--- src/hw/abpf_pkg.sv ---
// Constants, types and helper functions of the window, binning and pixel formatter.
//////////////////////////////////////////////////////////////////////////////
//////////////////////////////////////////////////////////////////////////////
package abpf_pkg;
	localparam int CW = 12;
	localparam int PW = 14;
	localparam logic [7:0] A_ROW = 8'h00;
	localparam logic [7:0] A_COL = 8'h04;
	localparam logic [7:0] A_WIDTH = 8'h08;
	localparam logic [7:0] A_HEIGHT = 8'h0c;
	localparam logic [7:0] A_ENC = 8'h10;
	localparam logic [7:0] A_PITCH = 8'h14;
	localparam logic [7:0] A_BIN = 8'h18;
	localparam logic [7:0] A_BPP = 8'h1c;
	localparam logic [7:0] A_LINES = 8'h20;
	localparam logic [7:0] A_LINECYC = 8'h24;
	localparam logic [7:0] A_WMAX = 8'h28;
	localparam logic [7:0] A_HMAX = 8'h2c;
	localparam logic [CW-1:0] OB_ROWS = 12'h004;
	localparam logic [CW-1:0] OB_COLS = 12'h010;
	localparam logic [CW-1:0] EFF_WIDTH = 12'hce0;
	localparam logic [CW-1:0] EFF_LINES = 12'h9a8;
	localparam logic [CW-1:0] WIDTH_MAX1 = 12'hd00;
	localparam logic [CW-1:0] WIDTH_MAX2 = 12'h680;
	localparam logic [CW-1:0] HEIGHT_MAX1 = 12'h9ac;
	localparam logic [CW-1:0] HEIGHT_MAX2 = 12'h4d8;
	localparam logic [CW-1:0] WIDTH_STEP = 12'h008;
	localparam logic [15:0] LAST_ROW = 16'h09a7;
	localparam logic [15:0] OVH_UNB = 16'h0034;
	localparam logic [15:0] OVH_BIN = 16'h001a;
	localparam int LINE_NS_UNB = 38790;
	localparam int LINE_NS_BIN = 42125;
	localparam int CLK_NS = 50;
	localparam logic [15:0] LINE_CYC_UNB = 16'(LINE_NS_UNB / CLK_NS);
	localparam logic [15:0] LINE_CYC_BIN = 16'(LINE_NS_BIN / CLK_NS);
	localparam logic [11:0] MAX12 = 12'hfff;
	typedef enum logic [2:0] {
		ENC_MONO8 = 3'h0, ENC_MONO10P = 3'h1, ENC_MONO10 = 3'h2, ENC_MONO12 = 3'h3,
		ENC_MONO12P = 3'h4, ENC_RGB8 = 3'h5, ENC_YUV422 = 3'h6
	} abpf_enc_e;
	// Pitch step in bytes for eight pixels of the given encoding.
	function automatic logic [4:0] abpf_step(abpf_enc_e e);
		unique case (e)
			ENC_MONO8: abpf_step = 5'h08;
			ENC_MONO10P, ENC_MONO12P: abpf_step = 5'h0c;
			ENC_RGB8: abpf_step = 5'h18;
			default: abpf_step = 5'h10;
		endcase
	endfunction : abpf_step
	function automatic logic [4:0] abpf_bpp(abpf_enc_e e);
		abpf_bpp = 5'(abpf_step(e));
	endfunction : abpf_bpp
	// Output depth: 0 is 8 bits, 1 is 10 bits, 2 is 12 bits.
	function automatic logic [1:0] abpf_depth(abpf_enc_e e);
		unique case (e)
			ENC_MONO10P, ENC_MONO10: abpf_depth = 2'h1;
			ENC_MONO12, ENC_MONO12P: abpf_depth = 2'h2;
			default: abpf_depth = 2'h0;
		endcase
	endfunction : abpf_depth
endpackage : abpf_pkg

--- src/hw/abpf_formatter.sv ---
// Window, binning and pixel formatter with its AHB-Lite register slave.
//
// The AHB-Lite interface to the registers and the placing of the registers are this design's own decisions.
`timescale 1ns/10ps
module abpf_formatter #(
	parameter int LEVEL_W = 14,
	parameter bit COLOUR = 1'b0
) (
	input wire logic clk,
	input wire logic rst,
	input wire logic hsel,
	input wire logic [31:0] haddr,
	input wire logic [1:0] htrans,
	input wire logic hwrite,
	input wire logic [2:0] hsize,
	input wire logic [31:0] hwdata,
	input wire logic hready,
	output logic [31:0] hrdata,
	output logic hreadyout,
	output logic hresp,
	input wire logic sen_valid,
	input wire logic sen_sof,
	input wire logic sen_eol,
	input wire logic [LEVEL_W-1:0] sen_level,
	output logic pix_valid,
	output logic pix_sof,
	output logic pix_eol,
	output logic [11:0] pix_data,
	output logic [1:0] pix_phase
);
	import abpf_pkg::*;
	if (LEVEL_W < 12 || LEVEL_W > 16) begin : g_bad_level_w
		$error("LEVEL_W must lie between 12 and 16");
	end
	//////////////////////////////////////////////////////////////////////////////
	logic [CW-1:0] row_start, col_start, width, height, width_max, height_max;
	logic [CW-1:0] next_row_start, next_col_start, next_width, next_height;
	logic [CW-1:0] next_width_max, next_height_max;
	logic [PW-1:0] pitch, next_pitch;
	abpf_enc_e enc, next_enc;
	logic [4:0] bpp, next_bpp;
	logic hbin2, vbin2, next_hbin2, next_vbin2;
	logic wr_pend, next_wr_pend;
	logic [7:0] wr_addr, next_wr_addr;
	logic [31:0] next_hrdata;
	logic [15:0] frame_lines, fl_comb;
	logic take;
	// Pitch from width in units of eight pixels.
	function automatic logic [PW-1:0] pitch_of(logic [CW-1:0] w, abpf_enc_e e);
		pitch_of = PW'(w >> 3) * PW'(abpf_step(e));
	endfunction : pitch_of
	// Whole eight-pixel units held in a pitch; the divisors are all constants.
	function automatic logic [CW-1:0] units_of(logic [PW-1:0] p, abpf_enc_e e);
		unique case (abpf_step(e))
			5'h08: units_of = CW'(p >> 3);
			5'h0c: units_of = CW'(p / 14'h000c);
			5'h18: units_of = CW'(p / 14'h0018);
			default: units_of = CW'(p >> 4);
		endcase
	endfunction : units_of
	abpf_frame_lines u_lines (
		.row_start(row_start),
		.height(height),
		.hbin2(hbin2),
		.lines(fl_comb)
	);
	//////////////////////////////////////////////////////////////////////////////
	assign take = hsel && htrans[1] && hready;
	always_comb begin
		logic [CW-1:0] v;
		logic [CW-1:0] lim;
		logic [CW-1:0] u;
		v = '0;
		lim = '0;
		u = '0;
		next_row_start = row_start;
		next_col_start = col_start;
		next_width = width;
		next_height = height;
		next_width_max = width_max;
		next_height_max = height_max;
		next_pitch = pitch;
		next_enc = enc;
		next_bpp = bpp;
		next_hbin2 = hbin2;
		next_vbin2 = vbin2;
		next_wr_pend = take && hwrite;
		next_wr_addr = take ? haddr[7:0] : wr_addr;
		if (wr_pend) begin
			case (wr_addr)
				A_ROW: begin
					v = hwdata[CW-1:0];
					lim = height_max - height;
					next_row_start = (v > lim) ? lim : v;
					if (COLOUR) begin
						next_row_start[0] = 1'b0;
					end
				end
				A_COL: begin
					v = hwdata[CW-1:0];
					lim = width_max - width;
					next_col_start = (v > lim) ? lim : v;
				end
				A_WIDTH: begin
					next_width_max = hbin2 ? width_max : WIDTH_MAX1;
					lim = next_width_max - col_start;
					v = (hwdata[31:CW] != '0 || hwdata[CW-1:0] > lim) ? lim : hwdata[CW-1:0];
					v = v & ~(WIDTH_STEP - 12'h001);
					next_width = (v < WIDTH_STEP) ? WIDTH_STEP : v;
					next_pitch = pitch_of(next_width, enc);
				end
				A_HEIGHT: begin
					next_height_max = vbin2 ? height_max : HEIGHT_MAX1;
					lim = next_height_max - row_start;
					v = (hwdata[31:CW] != '0 || hwdata[CW-1:0] > lim) ? lim : hwdata[CW-1:0];
					next_height = (v == '0) ? 12'h001 : v;
				end
				A_PITCH: begin
					lim = (width_max - col_start) >> 3;
					u = units_of(hwdata[PW-1:0], enc);
					if (hwdata[31:PW] != '0 || u > lim) begin
						u = lim;
					end
					u = (u == '0) ? 12'h001 : u;
					next_width = u << 3;
					next_pitch = pitch_of(next_width, enc);
				end
				A_ENC: begin
					if (hwdata[2:0] != 3'h7) begin
						next_enc = abpf_enc_e'(hwdata[2:0]);
						next_bpp = abpf_bpp(abpf_enc_e'(hwdata[2:0]));
						next_pitch = pitch_of(width, abpf_enc_e'(hwdata[2:0]));
					end
				end
				A_BIN: begin
					// Colour parts ignore binning writes; leaving binning keeps the limits.
					next_hbin2 = !COLOUR && hwdata[0];
					next_vbin2 = !COLOUR && hwdata[1];
					if (next_hbin2 && !hbin2) begin
						next_width_max = WIDTH_MAX2;
						v = (width > WIDTH_MAX2) ? WIDTH_MAX2 : width;
						next_width = v;
						next_col_start = (col_start > WIDTH_MAX2 - v) ? WIDTH_MAX2 - v : col_start;
						next_pitch = pitch_of(v, enc);
					end
					if (next_vbin2 && !vbin2) begin
						next_height_max = HEIGHT_MAX2;
						v = (height > HEIGHT_MAX2) ? HEIGHT_MAX2 : height;
						next_height = v;
						next_row_start = (row_start > HEIGHT_MAX2 - v) ? HEIGHT_MAX2 - v : row_start;
					end
				end
				default: begin
				end
			endcase
		end
		// Reading the post-write values keeps a read right behind a write coherent for all but the line count and line time.
		next_hrdata = 32'h0;
		if (take && !hwrite) begin
			case (haddr[7:0])
				A_ROW: next_hrdata = {20'h0, next_row_start};
				A_COL: next_hrdata = {20'h0, next_col_start};
				A_WIDTH: next_hrdata = {20'h0, next_width};
				A_HEIGHT: next_hrdata = {20'h0, next_height};
				A_ENC: next_hrdata = {29'h0, next_enc};
				A_PITCH: next_hrdata = {18'h0, next_pitch};
				A_BIN: next_hrdata = {30'h0, next_vbin2, next_hbin2};
				A_BPP: next_hrdata = {27'h0, next_bpp};
				A_LINES: next_hrdata = {16'h0, frame_lines};
				A_LINECYC: next_hrdata = {16'h0, hbin2 ? LINE_CYC_BIN : LINE_CYC_UNB};
				A_WMAX: next_hrdata = {20'h0, next_width_max};
				A_HMAX: next_hrdata = {20'h0, next_height_max};
				default: next_hrdata = 32'h0;
			endcase
		end
	end
	always_ff @(posedge clk or posedge rst) begin
		if (rst) begin
			row_start <= OB_ROWS;
			col_start <= OB_COLS;
			width <= EFF_WIDTH;
			height <= EFF_LINES;
			width_max <= WIDTH_MAX1;
			height_max <= HEIGHT_MAX1;
			pitch <= 14'h0ce0;
			enc <= ENC_MONO8;
			bpp <= 5'h08;
			hbin2 <= 1'b0;
			vbin2 <= 1'b0;
			wr_pend <= 1'b0;
			wr_addr <= 8'h00;
			hrdata <= 32'h0;
			hreadyout <= 1'b0;
			hresp <= 1'b0;
			frame_lines <= 16'h0;
		end else begin
			row_start <= next_row_start;
			col_start <= next_col_start;
			width <= next_width;
			height <= next_height;
			width_max <= next_width_max;
			height_max <= next_height_max;
			pitch <= next_pitch;
			enc <= next_enc;
			bpp <= next_bpp;
			hbin2 <= next_hbin2;
			vbin2 <= next_vbin2;
			wr_pend <= next_wr_pend;
			wr_addr <= next_wr_addr;
			hrdata <= next_hrdata;
			hreadyout <= 1'b1;
			hresp <= 1'b0;
			frame_lines <= fl_comb;
		end
	end
	//////////////////////////////////////////////////////////////////////////////
	logic [CW-1:0] row, col, next_row, next_col, cur_row, cur_col, rel_col, out_col;
	logic [CW:0] hspan;
	logic in_win, last_col, emit;
	logic [LEVEL_W-1:0] held, next_held;
	logic [LEVEL_W:0] sum;
	logic sof_pend, next_sof_pend;
	logic [11:0] code;
	logic next_pix_valid, next_pix_sof, next_pix_eol;
	logic [1:0] next_pix_phase;
	abpf_level_map #(.IN_W(LEVEL_W + 1)) u_map (
		.level(sum),
		.depth(abpf_depth(enc)),
		.code(code)
	);
	// Vertical binning is charge binning in the sensor, so rows arrive already combined.
	always_comb begin
		cur_row = sen_sof ? '0 : row;
		cur_col = sen_sof ? '0 : col;
		hspan = hbin2 ? {width, 1'b0} : {1'b0, width};
		in_win = cur_row >= row_start && {1'b0, cur_row} < {1'b0, row_start} + {1'b0, height}
			&& cur_col >= col_start
			&& {1'b0, cur_col} < {1'b0, col_start} + hspan;
		rel_col = cur_col - col_start;
		last_col = {1'b0, rel_col} == hspan - 13'h0001;
		out_col = hbin2 ? rel_col >> 1 : rel_col;
		emit = sen_valid && in_win && !(hbin2 && !rel_col[0]);
		sum = hbin2 ? {1'b0, held} + {1'b0, sen_level} : {1'b0, sen_level};
		next_held = (sen_valid && in_win) ? sen_level : held;
		next_row = row;
		next_col = col;
		if (sen_valid) begin
			next_row = sen_eol ? cur_row + 12'h001 : cur_row;
			next_col = sen_eol ? '0 : cur_col + 12'h001;
		end
		next_sof_pend = (sof_pend || (sen_valid && sen_sof)) && !emit;
		next_pix_valid = emit;
		next_pix_sof = emit && (sof_pend || sen_sof);
		next_pix_eol = emit && last_col;
		// Colour rows start on an even row, so relative parity names the mosaic site.
		next_pix_phase = {cur_row[0] ^ row_start[0], out_col[0]};
	end
	always_ff @(posedge clk or posedge rst) begin
		if (rst) begin
			row <= '0;
			col <= '0;
			held <= '0;
			sof_pend <= 1'b0;
			pix_valid <= 1'b0;
			pix_sof <= 1'b0;
			pix_eol <= 1'b0;
			pix_data <= 12'h000;
			pix_phase <= 2'h0;
		end else begin
			row <= next_row;
			col <= next_col;
			held <= next_held;
			sof_pend <= next_sof_pend;
			pix_valid <= next_pix_valid;
			pix_sof <= next_pix_sof;
			pix_eol <= next_pix_eol;
			pix_data <= code;
			pix_phase <= next_pix_phase;
		end
	end
endmodule : abpf_formatter

--- src/hw/abpf_level_map.sv ---
// Sensor level to 8, 10 or 12-bit output code mapping.
`timescale 1ns/10ps
module abpf_level_map #(
	parameter int IN_W = 15
) (
	input wire logic [IN_W-1:0] level,
	input wire logic [1:0] depth,
	output logic [11:0] code
);
	import abpf_pkg::*;
	logic [11:0] sat;
	// The sensor scale is that of the 12-bit code, so narrower codes drop low bits.
	always_comb begin
		sat = (level > IN_W'(MAX12)) ? MAX12 : level[11:0];
		unique case (depth)
			2'h1: code = {2'h0, sat[11:2]};
			2'h2: code = sat;
			default: code = {4'h0, sat[11:4]};
		endcase
	end
endmodule : abpf_level_map

--- src/hw/abpf_frame_lines.sv ---
// Sensor lines read per frame from window row start, height and binning.
`timescale 1ns/10ps
module abpf_frame_lines (
	input wire logic [11:0] row_start,
	input wire logic [11:0] height,
	input wire logic hbin2,
	output logic [15:0] lines
);
	import abpf_pkg::*;
	logic signed [16:0] s;
	logic signed [16:0] st;
	logic signed [16:0] e;
	logic signed [16:0] mid;
	always_comb begin
		s = (row_start < OB_ROWS) ? 17'sd4 : $signed({5'h00, row_start});
		if (hbin2) begin
			st = ((s <<< 1) - 17'sd8) & ~17'sd3;
			e = $signed({1'b0, LAST_ROW}) - (($signed({5'h00, height}) <<< 1) + (s <<< 1) - 17'sd9);
		end else begin
			st = (s - 17'sd4) & ~17'sd3;
			e = $signed({1'b0, LAST_ROW}) - ($signed({5'h00, height}) + s - 17'sd5);
		end
		if (e < 17'sd0) begin
			e = 17'sd0;
		end
		e = e & ~17'sd3;
		mid = $signed({1'b0, LAST_ROW}) - e - st + 17'sd1;
		if (hbin2) begin
			mid = mid >>> 1;
			lines = 16'((st >>> 2) + mid + (e >>> 2)) + OVH_BIN;
		end else begin
			lines = 16'((st >>> 2) + mid + (e >>> 2)) + OVH_UNB;
		end
	end
endmodule : abpf_frame_lines

--- config.mk ---
export PLATFORM = sky130hd
export DESIGN_NAME = abpf_formatter
export DESIGN_NICKNAME = d
export VERILOG_FILES = /design/src/hw/abpf_pkg.sv /design/src/hw/abpf_formatter.sv /design/src/hw/abpf_level_map.sv /design/src/hw/abpf_frame_lines.sv
export SDC_FILE = /design/constraint.sdc
export NUM_CORES = 1
export LEC_CHECK = 0
export ABC_AREA = 1
export BUFFER_PORTS_ARGS = -buffer_cell sky130_fd_sc_hd__clkbuf_2
export CAP_MARGIN = 20
export CORE_AREA = 2 2 284 286
export CTS_CLUSTER_DIAMETER = 30
export DETAILED_ROUTE_END_ITERATION = 10
export DIE_AREA = 0 0 286 288
export PLACE_DENSITY = 0.53
export SYNTH_ARGS = -nofsm -noshare
export SYNTH_HDL_FRONTEND = slang
export SYNTH_HIERARCHICAL = 1
export SYNTH_SLANG_ARGS = --single-unit
--- constraint.sdc ---
create_clock -name clk -period 45.3 [get_ports clk]
set_clock_uncertainty 0.15 [all_clocks]
set_input_delay 2.265 -clock clk [delete_from_list [all_inputs] [get_ports clk]]
set_output_delay 2.265 -clock clk [all_outputs]
set_load 0.02 [all_outputs]
# Word-level counts from Yosys, hierarchy flattened
# Cells that the tools add are included.
# totals
input_bits,91
wordCells,232
regBits,210
# classes
n_eq_ne,32
bitwise,1
magnitude_cmp,17
n_mul,4
mux,81
add_sub_neg,31
n_reduce_logical,39
div_mod_pow,2
# ops
operator,n
$mux W12,35
$pmux W16 S12,1
$pmux W12 S2,6
$gt A12 B12 Y1,6
$pmux W12 S3,2
$sub A12 B12 Y12,6
$mux W5,13
$eq A8 B5 Y1 const B,7
$mul A9 B5 Y14,4
$pmux W14 S4,1
$mux W17,3
$sub A13 B17 Y17 const A,3
$mux W14,3
$sub A17 B4 Y17 const B,2
$sub A17 B5 Y17 const B,2
$add A15 B16 Y16,2
$add A16 B15 Y16,2
$eq A8 B4 Y1 const B,4
$eq A8 B6 Y1 const B,4
$mux W16,2
$pmux W5 S3,2
$lt A12 B13 Y1,2
$add A12 B1 Y12 const B,2
$ge A12 B12 Y1,2
other kinds (46),91

# Depth between registers and ports, before layout
# depth
word_depth,21
mapped_depth,118

# Modules after synthesis
# The synthesis kept the hierarchy.
# modules_own_cells
mod,cells_each,area_each_um2,seq_area_each_um2,instances
abpf_formatter,3293,23408.7,4888.4,1
abpf_frame_lines,1006,6073.3,0.0,1
abpf_level_map,78,426.7,0.0,1

# Worst setup path before layout
# No wires, ideal clock.
# synth_timing
path_type,input port to flip-flop
startpoint,input hwdata[12]
endpoint,register hrdata[10]
t_required_ps,45013
stages,103
t_arrival_ps,15907
setup_slack_ps,29106
setup_time_ps,137
n_path_buf,1
cell_sequence,ha_1 > inv_1 > nand2_1 > nand2_2 > nand2_1 > inv_1 > ha_1 > nand4_4 > nand2_4 > nand2_1 > nand2_1 > inv_1 > ha_1 > nand4_2 > nand2_2 > a22oi_2 > ha_1 > nand3_4 > (+67 left out) > nand2_2 > nand2_1 > fa_1 > inv_1 > ha_1 > ha_1 > ha_1 > fa_1 > inv_1 > o31ai_1 > nor2_1 > o311ai_0 > a221oi_1 > a21oi_1 > nand2_1 > nand4_1 > a221oi_1 > a31oi_1
# synth_between
elab_chain_cells,16
# synth_lines
item,line_no,source
"start, declared",abpf_formatter.sv:16,"input wire logic [31:0] hwdata,"
$div A14 B5 Y14 or $div A14 B4 Y14 (tied branches),"abpf_formatter.sv:57, abpf_formatter.sv:56",
$pmux W12 S3,abpf_formatter.sv:54,unique case (abpf_step(e))
$mux W12,abpf_formatter.sv:90,case (wr_addr)
$mux W12,abpf_formatter.sv:89,if (wr_pend) begin
$gt A12 B9 Y1,abpf_formatter.sv:121,if (hwdata[31:PW] != '0 || u > lim) begin
$logic_or A1 B1 Y1,abpf_formatter.sv:121,
$mux W12,abpf_formatter.sv:121,
$mux W12,abpf_formatter.sv:90,
(+2 left out),n/a,
$mux W9,abpf_formatter.sv:124,u = (u == '0) ? 12'h001 : u;
$mul A9 B5 Y14,abpf_formatter.sv:50,pitch_of = PW'(w >> 3) * PW'(abpf_step(e));
$pmux W14 S4 (*),abpf_formatter.sv:90,
$mux W14 (*),abpf_formatter.sv:89,
named net next_pitch[10],abpf_formatter.sv:39,"logic [PW-1:0] pitch, next_pitch;"
$pmux W16 S12 (*),abpf_formatter.sv:160,case (haddr[7:0])
$mux W16 (*),abpf_formatter.sv:159,if (take && !hwrite) begin
named net next_hrdata[10],abpf_formatter.sv:45,logic [31:0] next_hrdata;
"end signal, assigned",abpf_formatter.sv:210,hrdata <= next_hrdata;
"end, declared",abpf_formatter.sv:18,"output logic [31:0] hrdata,"
# The timed path passes the listed nets; every way through them passes the cells marked *. The select of a mux whose other input is x is not followed.
# A chain may end at the register's enable or synchronous reset.

# Final worst setup path
# layout_timing
startpoint,register enc[1]
endpoint,register hrdata[13]
# layout_between
elab_chain_cells,21
# layout_lines
item,line_no,source
"start, declared",abpf_formatter.sv:40,"abpf_enc_e enc, next_enc;"
"start signal, assigned",abpf_formatter.sv:204,enc <= next_enc;
$eq A3 B3 Y1 or $eq A3 B1 Y1 (tied branches),abpf_pkg.sv:43,unique case (e)
$reduce_or A2 Y1,abpf_pkg.sv:43,
$pmux W5 S3 (*),abpf_pkg.sv:43,
$mux W5,abpf_formatter.sv:90,
$mux W5,abpf_formatter.sv:89,
$eq A5 B5 Y1 or $eq A5 B4 Y1 (tied branches),abpf_formatter.sv:54,
$pmux W12 S3,abpf_formatter.sv:54,
$mux W12,abpf_formatter.sv:90,
(+7 left out),n/a,
$mux W9,abpf_formatter.sv:124,
$mul A9 B5 Y14,abpf_formatter.sv:50,
$pmux W14 S4 (*),abpf_formatter.sv:90,
$mux W14 (*),abpf_formatter.sv:89,
named net next_pitch[13],abpf_formatter.sv:39,
$pmux W16 S12 (*),abpf_formatter.sv:160,
$mux W16 (*),abpf_formatter.sv:159,
named net next_hrdata[13],abpf_formatter.sv:45,
# Marks and branches as above.

==> impl_metrics.csv <==
group,metric,value,unit
outcome,outcome,"finished clean",
power_and_ir_drop,max-vdd-ir-drop,0.0000651,V
global_route,grt_overflow,0,
cts,insertion_delay,470,ps
setup_path,worstSetupPathType,"reg2reg",
logic_synthesis,yosys_most_used_dff,"dfrtp_1",
timing,final_hold_viol_count,0,
drt,drt-vias-per-instance,5.14,
setup_path,path_delay_family,"simple AND/OR/NAND/NOR gates",
floorplanning,die_w,286,um
setup_path,crit_path_end_kind,"register",
cts,clockRootBuffer,"clkbuf_16",
floorplanning,num_io_pins,142,
setup_path,max_stage_delay,840,ps
cells_and_area,drive_above_1_share,8.02,%
placement,hpwl,85.7,mm
global_route,antenna_found_initial,3,
setup_path,crit_slowest_cell,"o21ai_0",
logic_synthesis,ys_top_cells_by_area,"ha_1, dfrtp_1, nand2_1",
setup_path,rr_worst_depth,115,
flow_run,cap_violations,0,
drt,firstDrtPassIters,6,
setup_path,cp.arrival,19710,ps
cells_and_area,layoutNonFillerInstCount,5514,
global_route,grt_pass1_vias,27200,
cells_and_area,mostFrequentLayoutCell,"nand2_1",
timing,post-route-min-period,19470,ps
cts,clk_path_buf_depth,2,
cells_and_area,nets,5081,
drt,finalWirelength,102,mm
floorplanning,row_count,104,
logic_synthesis,netlist.area_leader.share,19.9,%
power_and_ir_drop,power_density,54.4,nW/um^2
cts,htreeDepth,4,
worst_hold_path,min_path_cells,2,
drt,vias,28400,
cts,tritoncts,"built",
timing,setup_tns,0,ps
cells_and_area,most-common-layout-cells,"nand2_1, inv_1, ha_1",
timing,post-route-period-util,43.0,%
cells_and_area,antenna_cells,0,
placement,place.gp.congestion,0.978,
drt,drc,0,
logic_synthesis,syn_area_per_cell,6.83,um^2
timing,tightest_slew,1070,ps
setup_path,worstPathMaxFanout,20,
cts,ctsHoldBuffers,0,
cts,cts_resized,0,
timing,clock.fmax,0.0514,GHz
worst_hold_path,hold_path_startpoint,"frame_lines[14]",
timing,rsz0062_at_grt,"false",
logic_synthesis,syn_inst,4377,
timing,fin_hold_ws,328,ps
drt,detail_route.wl_per_cell,18.6,um
worst_hold_path,hold_path_class,"reg2reg",
timing,layout_setup_ws,25830,ps
cts,cts_sinks,194,
placement,dp_slack,25720,ps
floorplanning,die_area,82400,um^2
setup_path,required,45540,ps
cells_and_area,syn_to_final_growth,7.52,%
timing,relSlewSlack,27.8,%
timing,slew_violations,0,
floorplanning,initial_core_util,37.6,%
logic_synthesis,synth_edf_count,0,
setup_path,r2r_start,"enc[1]",
setup_path,cp_num_buf_inv,21,
floorplanning,coreArea,79600,um^2
logic_synthesis,synth_cell_types,76,
worst_hold_path,holdPathEnd,"hrdata[14]",
timing,finalSetupViolCount,0,
drt,dr.first_iter.drc_count,2048,
drt,antenna_left,0,
setup_path,critical_path.startpoint,"enc[1]",
cts,post_cts_buffers,0,
logic_synthesis,ys_seq_area_share,16.3,%
logic_synthesis,synth_area_leader_cell,"ha_1",
logic_synthesis,syn_area,29900,um^2
global_route,grt_first_pass_wirelength,157,mm
cts,cts_buffers,17,
setup_path,crit_top_cell,"inv_1",
logic_synthesis,ys_warn_count,6,
logic_synthesis,async_reset_ff_share,100,%
setup_path,r2r-end,"hrdata[13]",
setup_path,cp.depth,115,
floorplanning,die_y,288,um
placement,place.port_buffers,96,
global_route,grt_max_degree,134,
logic_synthesis,ys_ff_latch,194,
global_route,track_usage,24.7,%
setup_path,start_kind,"register",
power_and_ir_drop,power,0.00175,W
cts,clk_pin_slew_worst_paths,90,ps
setup_path,r2r_setup_slack,25830,ps
power_and_ir_drop,power_leakage,17.3,nW
placement,dp.cells,5482,
==> state kept, by name (all words and copies together) (netlist names), 14 cells and up <==
register,flops
pitch,14
frame_lines,16
held,14
hrdata,16
==> synth_stat cells (29+ instances only) <==
| library cell | number |
|---|---|
| xor2_1 | 118 |
| nand3_1 | 199 |
| clkbuf_1 | 72 |
| inv_1 | 773 |
| nor2_1 | 389 |
| a22oi_1 | 30 |
| o21bai_1 | 29 |
| o21ai_0 | 237 |
| ha_1 | 476 |
| nand4_1 | 50 |
| xnor2_1 | 52 |
| fa_1 | 73 |
| nand2_2 | 36 |
| o22ai_1 | 39 |
| nor3_1 | 44 |
| a21oi_1 | 291 |
| dfrtp_1 | 167 |
| nand2_1 | 925 |
==> final cells by class <==
cell class,instances,area (um^2)
clock inverter,14,173
inverter,793,2990
fill,8703,47500
clock buffer,18,429
sequential,194,4890
tap,1060,1330
multi-input combinational,3309,21600
timing repair buffer,126,706
==> cells by family after synthesis <==
kind of cell / Yosys count / share of synthesized area (%)
simple gates: 1768 / 26.3
buf+inv: 897 / 11.6
compound gates: 781 / 15.4
mux: 15 / 0.556
flops: 194 / 16.3
other cells: 3 / 0.0376
fa+ha+maj: 549 / 24.8
xor+xnor: 170 / 4.98
==> metrics by stage <==
stage | util [%] | area (um^2)
CTS | 40.4 | 32200
floorplan | - | 30000
global route | 40.4 | 32200
detailed placement | 39.6 | 31600
finish | 40.4 | 32200
global placement | 39.6 | 31600
==> power breakdown <==
part           leakage, nW  switching (W)  internal, W
clock                0.293      0.0000845    0.0000758
combinational         14.8       0.000880     0.000475
sequential            2.27      0.0000281     0.000206
total                 17.3       0.000992     0.000757
==> how the worst max path moves through the flow <==
stage          slack, ps          to
2_1_floorplan      29110  hrdata[10]
3_3_place_gp       25740  hrdata[13]
3_5_place_dp       25720  hrdata[13]
4_1_cts            25820  hrdata[13]
5_1_grt            24010  hrdata[13]
6_report           25830  hrdata[13]
==> worst register-to-register path, delay by kind of cell, from the launching register on <==
family	cells	cell delay, ps
XOR/XNOR	3	500
adder cells (fa/ha/maj)	17	5120
flip-flops	1	440
AND/OR/NAND/NOR	54	6250
buffers and inverters	21	2410
AO/OA/AOI/OAI	20	4510
==> per-layer routing <==
layer  up-vias  global-route usage (%)  wire, um
li1      14400                       -         -
met1     13100                    31.7     45200
met2       730                    42.5     48200
met3       166                    2.61      4960
met4         6                    9.67      4090
met5         -                       0        34
Power figures use the tool's default switching activity.
